## src/common/asd_defs.svh

```systemverilog
`ifndef ASD_DEFS_SVH
`define ASD_DEFS_SVH

// ---------------------------------------------------------------
// Prefix and single-byte opcodes
// ---------------------------------------------------------------
`define ASD_OPC_SEG_CODE     8'h2E
`define ASD_OPC_SEG_STACK    8'h36
`define ASD_OPC_SEG_DATA     8'h3E
`define ASD_OPC_SEG_EXTRA    8'h26
`define ASD_OPC_ASCII_ADD    8'h37
`define ASD_OPC_DEC_SUM      8'h27
`define ASD_OPC_ASCII_SUB    8'h3F
`define ASD_OPC_DEC_DIFF     8'h2F

// ---------------------------------------------------------------
// Opcode patterns (upper bits)
// ---------------------------------------------------------------
`define ASD_PAT_ADD_RM       6'h00
`define ASD_PAT_ADC_RM       6'h04
`define ASD_PAT_SUB_RM       6'h0A
`define ASD_PAT_BOR_RM       6'h06
`define ASD_PAT_IMM_GRP      6'h20
`define ASD_PAT_ADD_ACC      7'h02
`define ASD_PAT_ADC_ACC      7'h0A
`define ASD_PAT_SUB_ACC      7'h16
`define ASD_PAT_BOR_ACC      7'h0E
`define ASD_PAT_UNARY_GRP    7'h7B

// ---------------------------------------------------------------
// ModR/M sub-opcodes and fields
// ---------------------------------------------------------------
`define ASD_SUB_ADD          3'h0
`define ASD_SUB_ADC          3'h2
`define ASD_SUB_BOR          3'h3
`define ASD_SUB_SUB          3'h5
`define ASD_SUB_FLIP         3'h3
`define ASD_SUB_PROD         3'h4
`define ASD_MOD_REG          2'h3
`define ASD_SW_WORD_IMM      2'h1

// ---------------------------------------------------------------
// Clock budgets
// ---------------------------------------------------------------
`define ASD_CLK_PREFIX       8'h02
`define ASD_CLK_RM_REG       8'h03
`define ASD_CLK_RM_MEM       8'h0A
`define ASD_CLK_IMM_REG      8'h04
`define ASD_CLK_IMM_MEM      8'h10
`define ASD_CLK_ACC_BYTE     8'h03
`define ASD_CLK_ACC_WORD     8'h04
`define ASD_CLK_ASCII_ADD    8'h08
`define ASD_CLK_DEC_SUM      8'h04
`define ASD_CLK_ASCII_SUB    8'h07
`define ASD_CLK_DEC_DIFF     8'h04
`define ASD_CLK_PROD_RB      8'h1C
`define ASD_CLK_PROD_RW      8'h25
`define ASD_CLK_PROD_MB      8'h22
`define ASD_CLK_PROD_MW      8'h2B
`define ASD_CLK_NARROW_XFER  8'h04

`endif

```

## src/common/asd_pkg.sv

```systemverilog
package asd_pkg;

  // ---------------------------------------------------------------
  // Enumerations
  // ---------------------------------------------------------------
  typedef enum logic [3:0] {
    OP_NONE           = 4'h0,
    OP_SUM            = 4'h1,
    OP_SUM_CARRY      = 4'h2,
    OP_DIFF           = 4'h3,
    OP_DIFF_BORROW    = 4'h4,
    OP_SIGN_FLIP      = 4'h5,
    OP_UPRODUCT       = 4'h6,
    OP_ASCII_ADD_FIX  = 4'h7,
    OP_DEC_SUM_FIX    = 4'h8,
    OP_ASCII_SUB_FIX  = 4'h9,
    OP_DEC_DIFF_FIX   = 4'hA,
    OP_PREFIX         = 4'hB
  } asd_op_e;

  typedef enum logic [2:0] {
    FORM_NONE    = 3'h0,
    FORM_RM      = 3'h1,
    FORM_IMM_RM  = 3'h2,
    FORM_ACC     = 3'h3,
    FORM_UNARY   = 3'h4,
    FORM_IMPLIED = 3'h5
  } asd_form_e;

  typedef enum logic [2:0] {
    SEG_NONE  = 3'h0,
    SEG_CODE  = 3'h1,
    SEG_STACK = 3'h2,
    SEG_DATA  = 3'h3,
    SEG_EXTRA = 3'h4
  } asd_seg_e;

  typedef enum logic [2:0] {
    ST_OPC   = 3'h0,
    ST_MODRM = 3'h1,
    ST_IMLO  = 3'h2,
    ST_IMHI  = 3'h3,
    ST_EXEC  = 3'h4
  } asd_state_e;

  // ---------------------------------------------------------------
  // Decoded instruction
  // ---------------------------------------------------------------
  typedef struct packed {
    asd_op_e    op;
    asd_form_e  form;
    asd_seg_e   seg;
    logic       w;
    logic       d;
    logic       s;
    logic       mem;
    logic [1:0] mode;
    logic [2:0] reg_f;
    logic [2:0] rm;
    logic [15:0] imm;
    logic [7:0] clocks;
  } asd_dec_s;

endpackage

```

## src/core/asd_cycle_timer.sv

```systemverilog
`timescale 1ns/1ps

module asd_cycle_timer #(
  parameter int W = 8
) (
  // Clock and reset
  input  wire logic         mclk_i,
  input  wire logic         rst_i,
  // Control
  input  wire logic         load_i,
  input  wire logic [W-1:0] count_i,
  // Status
  output logic              last_o
);

  logic [W-1:0] cnt_ff;

  // ---------------------------------------------------------------
  // Down counter
  // ---------------------------------------------------------------
  always_ff @(posedge mclk_i) begin
    if (rst_i) begin
      cnt_ff <= '0;
    end else if (load_i) begin
      cnt_ff <= count_i;
    end else if (cnt_ff != '0) begin
      cnt_ff <= cnt_ff - W'(1);
    end
  end

  assign last_o = (cnt_ff == W'(1));

endmodule

```

## src/core/asd_decoder.sv

```systemverilog
// Operation
// - Bytes 2E, 36, 3E, 26 set next operand's segment (code, stack, data, extra), 2 clocks.
// - Sum decodes 000000dw+ModR/M (3/10), 100000sw sub 000 (4/16), 0000010w accumulator (3/4).
// - Sum-with-carry decodes 000100dw, 100000sw sub 010, 0001010w with the sum's clocks.
// - Difference decodes 001010dw (3/10), 100000sw sub 101 (4/16), 0010110w accumulator (3/4).
// - Borrowing difference decodes 000110dw, 100000sw sub 011, 0001110w, difference clocks.
// - Immediate-to-r/m forms take a second immediate byte only when s,w is 01.
// - Sign flip decodes 1111011w sub 011, 3 clocks on a register and 10 on memory.
// - ASCII add fix is byte 00110111 and takes 8 clocks on both bus widths.
// - Decimal sum fix is byte 00100111 and takes 4 clocks on both bus widths.
// - ASCII subtract fix is byte 00111111 and takes 7 clocks on both bus widths.
// - Decimal difference fix is byte 00101111 and takes 4 clocks on both bus widths.
// - Unsigned product is 1111011w sub 100: reg byte/word 28/37, mem byte/word 34/43 clocks.
// - On the 8-bit bus, word operands add 4 clocks for every memory transfer.
`timescale 1ns/1ps
`include "asd_defs.svh"

module asd_decoder (
  // Clock and reset
  input  wire logic             mclk_i,
  input  wire logic             rst_i,
  // Bus width strap
  input  wire logic             narrow_bus_i,
  // Prefetch queue
  input  wire logic             q_valid_i,
  input  wire logic [7:0]       q_byte_i,
  output logic                  q_ready_o,
  // Execution unit
  output logic                  dec_valid_o,
  output asd_pkg::asd_dec_s     dec_o,
  output logic                  busy_o,
  output logic                  done_o,
  output logic                  unsup_o
);

  asd_pkg::asd_state_e state_ff;
  asd_pkg::asd_state_e nxt_state;
  asd_pkg::asd_op_e    op_ff;
  asd_pkg::asd_op_e    nxt_op;
  asd_pkg::asd_form_e  form_ff;
  asd_pkg::asd_form_e  nxt_form;
  asd_pkg::asd_seg_e   seg_ff;
  asd_pkg::asd_seg_e   nxt_seg;
  asd_pkg::asd_op_e    c_op;
  asd_pkg::asd_form_e  c_form;
  asd_pkg::asd_seg_e   c_seg;
  asd_pkg::asd_op_e    m_op;
  logic                c_ok;
  logic                m_ok;
  logic                w_ff;
  logic                d_ff;
  logic                s_ff;
  logic                mem_ff;
  logic [1:0]          mode_ff;
  logic [2:0]          reg_ff;
  logic [2:0]          rm_ff;
  logic [15:0]         imm_ff;
  logic                nxt_w;
  logic                nxt_d;
  logic                nxt_s;
  logic                nxt_mem;
  logic [1:0]          nxt_mode;
  logic [2:0]          nxt_reg;
  logic [2:0]          nxt_rm;
  logic [15:0]         nxt_imm;
  logic                nxt_unsup;
  logic                q_ready_ff;
  logic                nb_meta_ff;
  logic                nb_ff;
  logic                take;
  logic                ent_exec;
  logic [7:0]          ent_clk;
  logic                t_last;

  assign take      = q_ready_ff && q_valid_i;
  assign q_ready_o = q_ready_ff;

  // ---------------------------------------------------------------
  // Bus width strap synchroniser
  // ---------------------------------------------------------------
  always_ff @(posedge mclk_i) begin
    if (rst_i) begin
      nb_meta_ff <= 1'b0;
      nb_ff      <= 1'b0;
    end else begin
      nb_meta_ff <= narrow_bus_i;
      nb_ff      <= nb_meta_ff;
    end
  end

  // ---------------------------------------------------------------
  // Clock budget
  // ---------------------------------------------------------------
  function automatic logic [7:0] clk_budget(asd_pkg::asd_op_e op, asd_pkg::asd_form_e form,
                                            logic mem, logic w, logic d, logic nb);
    logic [7:0] base;
    logic [1:0] xf;
    base = `ASD_CLK_RM_REG;
    xf   = 2'h0;
    case (op)
      asd_pkg::OP_SUM, asd_pkg::OP_SUM_CARRY, asd_pkg::OP_DIFF, asd_pkg::OP_DIFF_BORROW: begin
        if (form == asd_pkg::FORM_ACC) begin
          base = w ? `ASD_CLK_ACC_WORD : `ASD_CLK_ACC_BYTE;
        end else if (form == asd_pkg::FORM_IMM_RM) begin
          base = mem ? `ASD_CLK_IMM_MEM : `ASD_CLK_IMM_REG;
          xf   = 2'h2;
        end else begin
          base = mem ? `ASD_CLK_RM_MEM : `ASD_CLK_RM_REG;
          xf   = d ? 2'h1 : 2'h2;
        end
      end
      asd_pkg::OP_SIGN_FLIP: begin
        base = mem ? `ASD_CLK_RM_MEM : `ASD_CLK_RM_REG;
        xf   = 2'h2;
      end
      asd_pkg::OP_UPRODUCT: begin
        if (mem) begin
          base = w ? `ASD_CLK_PROD_MW : `ASD_CLK_PROD_MB;
        end else begin
          base = w ? `ASD_CLK_PROD_RW : `ASD_CLK_PROD_RB;
        end
        xf = 2'h1;
      end
      asd_pkg::OP_ASCII_ADD_FIX: base = `ASD_CLK_ASCII_ADD;
      asd_pkg::OP_DEC_SUM_FIX:   base = `ASD_CLK_DEC_SUM;
      asd_pkg::OP_ASCII_SUB_FIX: base = `ASD_CLK_ASCII_SUB;
      asd_pkg::OP_DEC_DIFF_FIX:  base = `ASD_CLK_DEC_DIFF;
      asd_pkg::OP_PREFIX:        base = `ASD_CLK_PREFIX;
      default:                   base = `ASD_CLK_RM_REG;
    endcase
    if (nb && w && mem) begin
      base = base + ((xf == 2'h2) ? (`ASD_CLK_NARROW_XFER + `ASD_CLK_NARROW_XFER)
                                  : `ASD_CLK_NARROW_XFER);
    end
    return base;
  endfunction

  // ---------------------------------------------------------------
  // Opcode byte classification
  // ---------------------------------------------------------------
  always_comb begin
    c_op   = asd_pkg::OP_NONE;
    c_form = asd_pkg::FORM_NONE;
    c_seg  = asd_pkg::SEG_NONE;
    c_ok   = 1'b1;
    case (q_byte_i)
      `ASD_OPC_SEG_CODE:  c_seg = asd_pkg::SEG_CODE;
      `ASD_OPC_SEG_STACK: c_seg = asd_pkg::SEG_STACK;
      `ASD_OPC_SEG_DATA:  c_seg = asd_pkg::SEG_DATA;
      `ASD_OPC_SEG_EXTRA: c_seg = asd_pkg::SEG_EXTRA;
      `ASD_OPC_ASCII_ADD: c_op  = asd_pkg::OP_ASCII_ADD_FIX;
      `ASD_OPC_DEC_SUM:   c_op  = asd_pkg::OP_DEC_SUM_FIX;
      `ASD_OPC_ASCII_SUB: c_op  = asd_pkg::OP_ASCII_SUB_FIX;
      `ASD_OPC_DEC_DIFF:  c_op  = asd_pkg::OP_DEC_DIFF_FIX;
      default:            c_ok  = 1'b0;
    endcase
    if (c_seg != asd_pkg::SEG_NONE) begin
      c_op   = asd_pkg::OP_PREFIX;
      c_form = asd_pkg::FORM_IMPLIED;
    end else if (c_ok) begin
      c_form = asd_pkg::FORM_IMPLIED;
    end else begin
      c_ok = 1'b1;
      if (q_byte_i[7:2] == `ASD_PAT_ADD_RM) begin
        c_op   = asd_pkg::OP_SUM;
        c_form = asd_pkg::FORM_RM;
      end else if (q_byte_i[7:2] == `ASD_PAT_ADC_RM) begin
        c_op   = asd_pkg::OP_SUM_CARRY;
        c_form = asd_pkg::FORM_RM;
      end else if (q_byte_i[7:2] == `ASD_PAT_SUB_RM) begin
        c_op   = asd_pkg::OP_DIFF;
        c_form = asd_pkg::FORM_RM;
      end else if (q_byte_i[7:2] == `ASD_PAT_BOR_RM) begin
        c_op   = asd_pkg::OP_DIFF_BORROW;
        c_form = asd_pkg::FORM_RM;
      end else if (q_byte_i[7:2] == `ASD_PAT_IMM_GRP) begin
        c_form = asd_pkg::FORM_IMM_RM;
      end else if (q_byte_i[7:1] == `ASD_PAT_ADD_ACC) begin
        c_op   = asd_pkg::OP_SUM;
        c_form = asd_pkg::FORM_ACC;
      end else if (q_byte_i[7:1] == `ASD_PAT_ADC_ACC) begin
        c_op   = asd_pkg::OP_SUM_CARRY;
        c_form = asd_pkg::FORM_ACC;
      end else if (q_byte_i[7:1] == `ASD_PAT_SUB_ACC) begin
        c_op   = asd_pkg::OP_DIFF;
        c_form = asd_pkg::FORM_ACC;
      end else if (q_byte_i[7:1] == `ASD_PAT_BOR_ACC) begin
        c_op   = asd_pkg::OP_DIFF_BORROW;
        c_form = asd_pkg::FORM_ACC;
      end else if (q_byte_i[7:1] == `ASD_PAT_UNARY_GRP) begin
        c_form = asd_pkg::FORM_UNARY;
      end else begin
        c_ok = 1'b0;
      end
    end
  end

  // ---------------------------------------------------------------
  // ModR/M sub-opcode decode
  // ---------------------------------------------------------------
  always_comb begin
    m_op = op_ff;
    m_ok = 1'b1;
    if (form_ff == asd_pkg::FORM_IMM_RM) begin
      case (q_byte_i[5:3])
        `ASD_SUB_ADD: m_op = asd_pkg::OP_SUM;
        `ASD_SUB_ADC: m_op = asd_pkg::OP_SUM_CARRY;
        `ASD_SUB_SUB: m_op = asd_pkg::OP_DIFF;
        `ASD_SUB_BOR: m_op = asd_pkg::OP_DIFF_BORROW;
        default:      m_ok = 1'b0;
      endcase
    end else if (form_ff == asd_pkg::FORM_UNARY) begin
      case (q_byte_i[5:3])
        `ASD_SUB_FLIP: m_op = asd_pkg::OP_SIGN_FLIP;
        `ASD_SUB_PROD: m_op = asd_pkg::OP_UPRODUCT;
        default:      m_ok = 1'b0;
      endcase
    end
  end

  // ---------------------------------------------------------------
  // Sequencer next state and fields
  // ---------------------------------------------------------------
  always_comb begin
    nxt_state = state_ff;
    nxt_op    = op_ff;
    nxt_form  = form_ff;
    nxt_w     = w_ff;
    nxt_d     = d_ff;
    nxt_s     = s_ff;
    nxt_mem   = mem_ff;
    nxt_mode  = mode_ff;
    nxt_reg   = reg_ff;
    nxt_rm    = rm_ff;
    nxt_imm   = imm_ff;
    nxt_unsup = 1'b0;
    case (state_ff)
      asd_pkg::ST_OPC: if (take) begin
        nxt_op   = c_op;
        nxt_form = c_form;
        nxt_w    = q_byte_i[0];
        nxt_d    = q_byte_i[1];
        nxt_s    = q_byte_i[1];
        nxt_mem  = 1'b0;
        nxt_imm  = '0;
        if (!c_ok) begin
          nxt_unsup = 1'b1;
        end else if (c_form == asd_pkg::FORM_IMPLIED) begin
          nxt_state = asd_pkg::ST_EXEC;
        end else if (c_form == asd_pkg::FORM_ACC) begin
          nxt_state = asd_pkg::ST_IMLO;
        end else begin
          nxt_state = asd_pkg::ST_MODRM;
        end
      end
      asd_pkg::ST_MODRM: if (take) begin
        nxt_op   = m_op;
        nxt_mode = q_byte_i[7:6];
        nxt_reg  = q_byte_i[5:3];
        nxt_rm   = q_byte_i[2:0];
        nxt_mem  = (q_byte_i[7:6] != `ASD_MOD_REG);
        if (!m_ok) begin
          nxt_unsup = 1'b1;
          nxt_state = asd_pkg::ST_OPC;
        end else if (form_ff == asd_pkg::FORM_IMM_RM) begin
          nxt_state = asd_pkg::ST_IMLO;
        end else begin
          nxt_state = asd_pkg::ST_EXEC;
        end
      end
      asd_pkg::ST_IMLO: if (take) begin
        nxt_imm = {(s_ff && form_ff == asd_pkg::FORM_IMM_RM) ? {8{q_byte_i[7]}} : 8'h00,
                   q_byte_i};
        if (form_ff == asd_pkg::FORM_ACC ? w_ff : ({s_ff, w_ff} == `ASD_SW_WORD_IMM)) begin
          nxt_state = asd_pkg::ST_IMHI;
        end else begin
          nxt_state = asd_pkg::ST_EXEC;
        end
      end
      asd_pkg::ST_IMHI: if (take) begin
        nxt_imm   = {q_byte_i, imm_ff[7:0]};
        nxt_state = asd_pkg::ST_EXEC;
      end
      asd_pkg::ST_EXEC: if (t_last) begin
        nxt_state = asd_pkg::ST_OPC;
      end
      default: nxt_state = asd_pkg::ST_OPC;
    endcase
  end

  assign ent_exec = (state_ff != asd_pkg::ST_EXEC) && (nxt_state == asd_pkg::ST_EXEC);
  assign ent_clk  = clk_budget(nxt_op, nxt_form, nxt_mem, nxt_w, nxt_d, nb_ff);

  // ---------------------------------------------------------------
  // Sequencer registers
  // ---------------------------------------------------------------
  always_ff @(posedge mclk_i) begin
    if (rst_i) begin
      state_ff   <= asd_pkg::ST_OPC;
      q_ready_ff <= 1'b0;
    end else begin
      state_ff   <= nxt_state;
      q_ready_ff <= (nxt_state != asd_pkg::ST_EXEC);
    end
  end

  always_ff @(posedge mclk_i) begin
    if (rst_i) begin
      op_ff   <= asd_pkg::OP_NONE;
      form_ff <= asd_pkg::FORM_NONE;
      w_ff    <= 1'b0;
      d_ff    <= 1'b0;
      s_ff    <= 1'b0;
      mem_ff  <= 1'b0;
      mode_ff <= 2'h0;
      reg_ff  <= 3'h0;
      rm_ff   <= 3'h0;
      imm_ff  <= 16'h0000;
    end else begin
      op_ff   <= nxt_op;
      form_ff <= nxt_form;
      w_ff    <= nxt_w;
      d_ff    <= nxt_d;
      s_ff    <= nxt_s;
      mem_ff  <= nxt_mem;
      mode_ff <= nxt_mode;
      reg_ff  <= nxt_reg;
      rm_ff   <= nxt_rm;
      imm_ff  <= nxt_imm;
    end
  end

  // ---------------------------------------------------------------
  // Segment override holding
  // ---------------------------------------------------------------
  always_comb begin
    nxt_seg = seg_ff;
    if (take && state_ff == asd_pkg::ST_OPC && c_seg != asd_pkg::SEG_NONE) begin
      nxt_seg = c_seg;
    end else if (ent_exec) begin
      nxt_seg = asd_pkg::SEG_NONE;
    end
  end

  always_ff @(posedge mclk_i) begin
    if (rst_i) begin
      seg_ff <= asd_pkg::SEG_NONE;
    end else begin
      seg_ff <= nxt_seg;
    end
  end

  // ---------------------------------------------------------------
  // Execution timer
  // ---------------------------------------------------------------
  asd_cycle_timer #(.W(8)) u_timer (
    .mclk_i  (mclk_i),
    .rst_i   (rst_i),
    .load_i  (ent_exec),
    .count_i (ent_clk),
    .last_o  (t_last)
  );

  // ---------------------------------------------------------------
  // Issue outputs
  // ---------------------------------------------------------------
  always_ff @(posedge mclk_i) begin
    if (rst_i) begin
      dec_valid_o <= 1'b0;
      dec_o       <= '0;
      busy_o      <= 1'b0;
      done_o      <= 1'b0;
      unsup_o     <= 1'b0;
    end else begin
      dec_valid_o <= ent_exec && (nxt_op != asd_pkg::OP_PREFIX);
      busy_o      <= (nxt_state == asd_pkg::ST_EXEC);
      done_o      <= t_last && (state_ff == asd_pkg::ST_EXEC) && (op_ff != asd_pkg::OP_PREFIX);
      unsup_o     <= nxt_unsup;
      if (ent_exec && nxt_op != asd_pkg::OP_PREFIX) begin
        dec_o <= '{op: nxt_op, form: nxt_form, seg: nxt_mem ? seg_ff : asd_pkg::SEG_NONE,
                   w: nxt_w, d: nxt_d, s: nxt_s, mem: nxt_mem, mode: nxt_mode,
                   reg_f: nxt_reg, rm: nxt_rm, imm: nxt_imm, clocks: ent_clk};
      end
    end
  end

  // ---------------------------------------------------------------
  // Checks
  // ---------------------------------------------------------------
  logic [7:0] run_cnt_ff;
  always_ff @(posedge mclk_i) begin
    if (rst_i || ent_exec) begin
      run_cnt_ff <= 8'h00;
    end else if (state_ff == asd_pkg::ST_EXEC) begin
      run_cnt_ff <= run_cnt_ff + 8'h01;
    end
  end
endmodule

```

## config.mk

```make
export PLATFORM = sky130hd
export DESIGN_NAME = asd_decoder
export DESIGN_NICKNAME = d
export VERILOG_FILES = /design/src/common/asd_pkg.sv /design/src/core/asd_cycle_timer.sv /design/src/core/asd_decoder.sv
export VERILOG_INCLUDE_DIRS = /design/src /design/src/common
export SDC_FILE = /design/constraint.sdc
export NUM_CORES = 1
export LEC_CHECK = 0
export BUFFER_PORTS_ARGS = -buffer_cell sky130_fd_sc_hd__buf_2
export CAP_MARGIN = 20
export CORE_ASPECT_RATIO = 1.4
export CORE_MARGIN = 10
export CORE_UTILIZATION = 60
export CTS_BUF_LIST = sky130_fd_sc_hd__clkbuf_4 sky130_fd_sc_hd__clkbuf_8
export DETAILED_ROUTE_END_ITERATION = 12
export HOLD_SLACK_MARGIN = 0.05
export PLACE_DENSITY = 0.84
export SLEW_MARGIN = 10
export SYNTH_ARGS = -nofsm -noshare
export SYNTH_HDL_FRONTEND = slang
export SYNTH_SLANG_ARGS = --single-unit
```

## constraint.sdc

```tcl
create_clock -name mclk_i -period 5.05 [get_ports mclk_i]
set_input_delay 0.2525 -clock mclk_i [delete_from_list [all_inputs] [get_ports mclk_i]]
set_output_delay 0.2525 -clock mclk_i [all_outputs]
set_load 0.005 [all_outputs]
```

==> reports/metrics.cfg <==
[clock_tree]
clk_latency_ns = 0.38
cts_hold_buf = 0
clockBufferDepth = 2
h-tree-depth = 3
numCtsBuffers = 9
path_clk_slew_ns = 0.09
ctsResizeCount = 0
cts_root_buf = clkbuf_8
cts_setup_buffers = 0
cts.sinks = 101
cts_tree = done

[logic_synthesis]
seq_area_frac_synth_pct = 38.5
synth_enable_flop_cells = 0
synthCells = 610
yosys_warnings = 0
synth_ff_type = dfxtp_1
synth.net_count = 629
synthesis.area_mm2 = 0.00525
synth_area_per_cell_um2 = 8.61
ys_seq_elements = 101
synth-async-reset-ratio_pct = 0
synth.distinct_cells = 92

[layout]
final_nets = 659
num_antenna_cells = 0
fillers = 716
drive_above_1_share_pct = 21.1
final_cell_area_mm2 = 0.00567
syn_to_final_growth_pct = 8.08

[placement]
port_buffers = 61
detailed_place_hpwl_mm = 10.3
place_area_mm2 = 0.00546
place_congestion = 1.00

[grt]
grt_pass1_wl_mm = 23.0
busiest_layer = met2
grt_max_degree = 98
antenna_found_initial = 0
use_met2_pct = 37.4
grt.total_usage_pct = 21.9
use_met1_pct = 24.9
overflow = 0
gr-usage-met3_pct = 4.10
grt_pass1_vias = 4516

[route]
dr.pass1.iters = 7
wl_mm = 14.3
wl_per_cell_um = 19.0
drt-vias-per-instance = 6.16
drc_errors = 0
vias = 4620
drt_iter0_drc = 311
ant_nets = 0

[floorplan]
die_y_um = 131
start_util_pct = 61.3
rows = 40
fp.dieW_um = 99.1
die_area_mm2 = 0.0129
ioPinCount = 63
core_mm2 = 0.00856

[job]
cap_violations = 0

[power_and_ir_drop]
p_sw_mw = 0.563
p_int_mw = 1.24
p_leak_nw = 2.25
power_frac_clock_pct = 30.3
p_per_area_mw_per_mm2 = 319
peakVddDrop_mv = 0.266
switching_share_pct = 31.2
combPwrFrac_pct = 21.2
report.power.total_mw = 1.81
seq_power_share_pct = 48.5

[timing]
relSlewSlack_pct = 29.0
rsz0062_at_grt = false
drv_slew = 0
fin_setup_tns_ns = 0
hold_viol = 0
finClkSkew_ns = 0.0129
setup_viol_count_final = 0
fin_crit_ns = 3.98
worst_pin_slew_ns = 1.06
period_share_pct = 78.8
fmax_mhz = 251

[setup_path]
rr_worst_depth = 15
critPathRequiredTime_ns = 5.34
arrival_ns = 4.27
critPathMaxFanout = 20
setup.worst_path.start_class = register
path_class = reg2reg
crit_path_end_kind = register

[run_status]
outcome = complete, no violations

[min_path]
hp-class = in2reg
hold_depth = 2

final cells by class:
cell class | count | area [um^2] | share of cell area (%)
clock inverter | 5 | 66.3 | 1.17
timing repair buffer | 66 | 345 | 6.09
inverter | 15 | 56.3 | 0.992
multi-input combinational | 447 | 2910 | 51.2
clock buffer | 11 | 145 | 2.56
tap | 105 | 131 | 2.32
sequential | 101 | 2020 | 35.6
synthesized netlist by cell type, types with 3 or more instances:
cell type    n  area, um^2
clkbuf_1    14        52.6
a22oi_1      9        67.6
a211oi_2    14         175
o21ai_0     10        50.1
ha_1         6        75.1
nand2b_4     3        41.3
a31oi_1     13        81.3
nand2b_1     5        31.3
nand2_1     47         176
xor2_1       3        26.3
buf_1        3        11.3
buf_4       10        75.1
or2_2        4        25.0
nor2b_1     16         100
inv_1       14        52.6
buf_6        4        45.0
dfxtp_1    101        2020
o21ai_1      3        15.0
nand3_1     11        55.1
xnor2_1      8        70.1
o221ai_2     3        45.0
nor3_1      15        75.1
and3_1      10        62.6
a211oi_1    13        97.6
buf_2       16        80.1
nor3b_1      5        37.5
and2_1       5        31.3
nand4_1      5        31.3
o31ai_1      4        30.0
a21oi_1     43         215
nor2_1     102         383
mux2i_1     16         160
state kept, by name, summed over array words and instances (netlist names), 2 cells and up:
signal and count:
op_ff 4, mode_ff 2, form_ff 3, u_timer.cnt_ff 8, reg_ff 3, dec_o 45, state_ff 3, imm_ff 16
seg_ff 3, rm_ff 3
critical path, stage by stage (launching register included):
cell      delay [ns]
dfxtp_1         0.53
nand2b_1        0.33
nor2_1          0.13
buf_4           0.23
a22o_1          0.40
inv_1           0.20
a221o_1         0.35
nor3b_1         0.15
o211a_1         0.23
or2_2           0.28
ha_1            0.20
inv_1           0.07
fa_1            0.41
nor2_1          0.17
nor3_1          0.06
nor3_1          0.18
layer usage:
metal,vias to the layer above,wire length [um]
li1,2210,-
met1,2205,5690
met2,159,7260
met3,46,713
met4,0,607
met5,-,0
power groups by stage:
stage | clock, mW | sequential [mW] | combinational (mW)
2_1_floorplan | 0 | 0.881 | 0.304
6_report | 0.548 | 0.877 | 0.383
4_1_cts | 0.554 | 0.875 | 0.381
3_3_place_gp | 0 | 0.890 | 0.369
3_5_place_dp | 0 | 0.893 | 0.380
5_1_grt | 0.586 | 0.881 | 0.427
worst paths after layout:
kind	startpoint	endpoint	slack, ns
hold reg to reg	dec_o[21]$_SDFFE_PP0P_	dec_o[21]$_SDFFE_PP0P_	0.46
hold / removal	narrow_bus_i	nb_meta_ff$_SDFF_PP0_	0.08
setup / recovery	state_ff[1]$_SDFF_PP0_	dec_o[3]$_SDFFE_PP0P_	1.07
setup reg to reg	state_ff[1]$_SDFF_PP0_	dec_o[3]$_SDFFE_PP0P_	1.07
cell families after synthesis:
family	count (synthesis)	synth area share, %
buf+inv	62	6.10
simple gates	258	25.9
other cells	1	0.0714
fa+ha+maj	7	1.81
xor+xnor	11	1.84
mux	17	3.26
compound gates	153	22.5
flops	101	38.5
per-stage QoR:
stage	util [%]	cells	hold slack, ns	setup slack (ns)
6_report	66.3	750	0.0814	1.07
3_5_place_dp	63.8	734	0.443	1.16
5_1_grt	66.3	750	0.0678	0.812
4_1_cts	66.3	750	0.0752	1.14
3_3_place_gp	63.8	734	0.428	1.18
2_1_floorplan	-	610	0.381	1.91
cell usage in the layout, fill, tap and decap left out, types with 4 or more instances in the layout:
cell      instances
o21ai_0          10
and3_1           10
inv_1            14
a211oi_2         14
o31ai_1           4
nor2b_1          16
a211oi_1         13
mux2i_1          16
a21oi_1          43
nor3_1           15
xnor2_1           8
clkbuf_8         10
a31oi_1          13
nor2_1          102
and2_1            5
ha_1              6
nand2_1          47
nand4_1           5
dfxtp_1         101
buf_2            60
nor3b_1           5
buf_4             6
a22oi_1           9
or2_2             4
nand2b_1          5
nand3_1          11
Power figures use the tool's default switching activity.
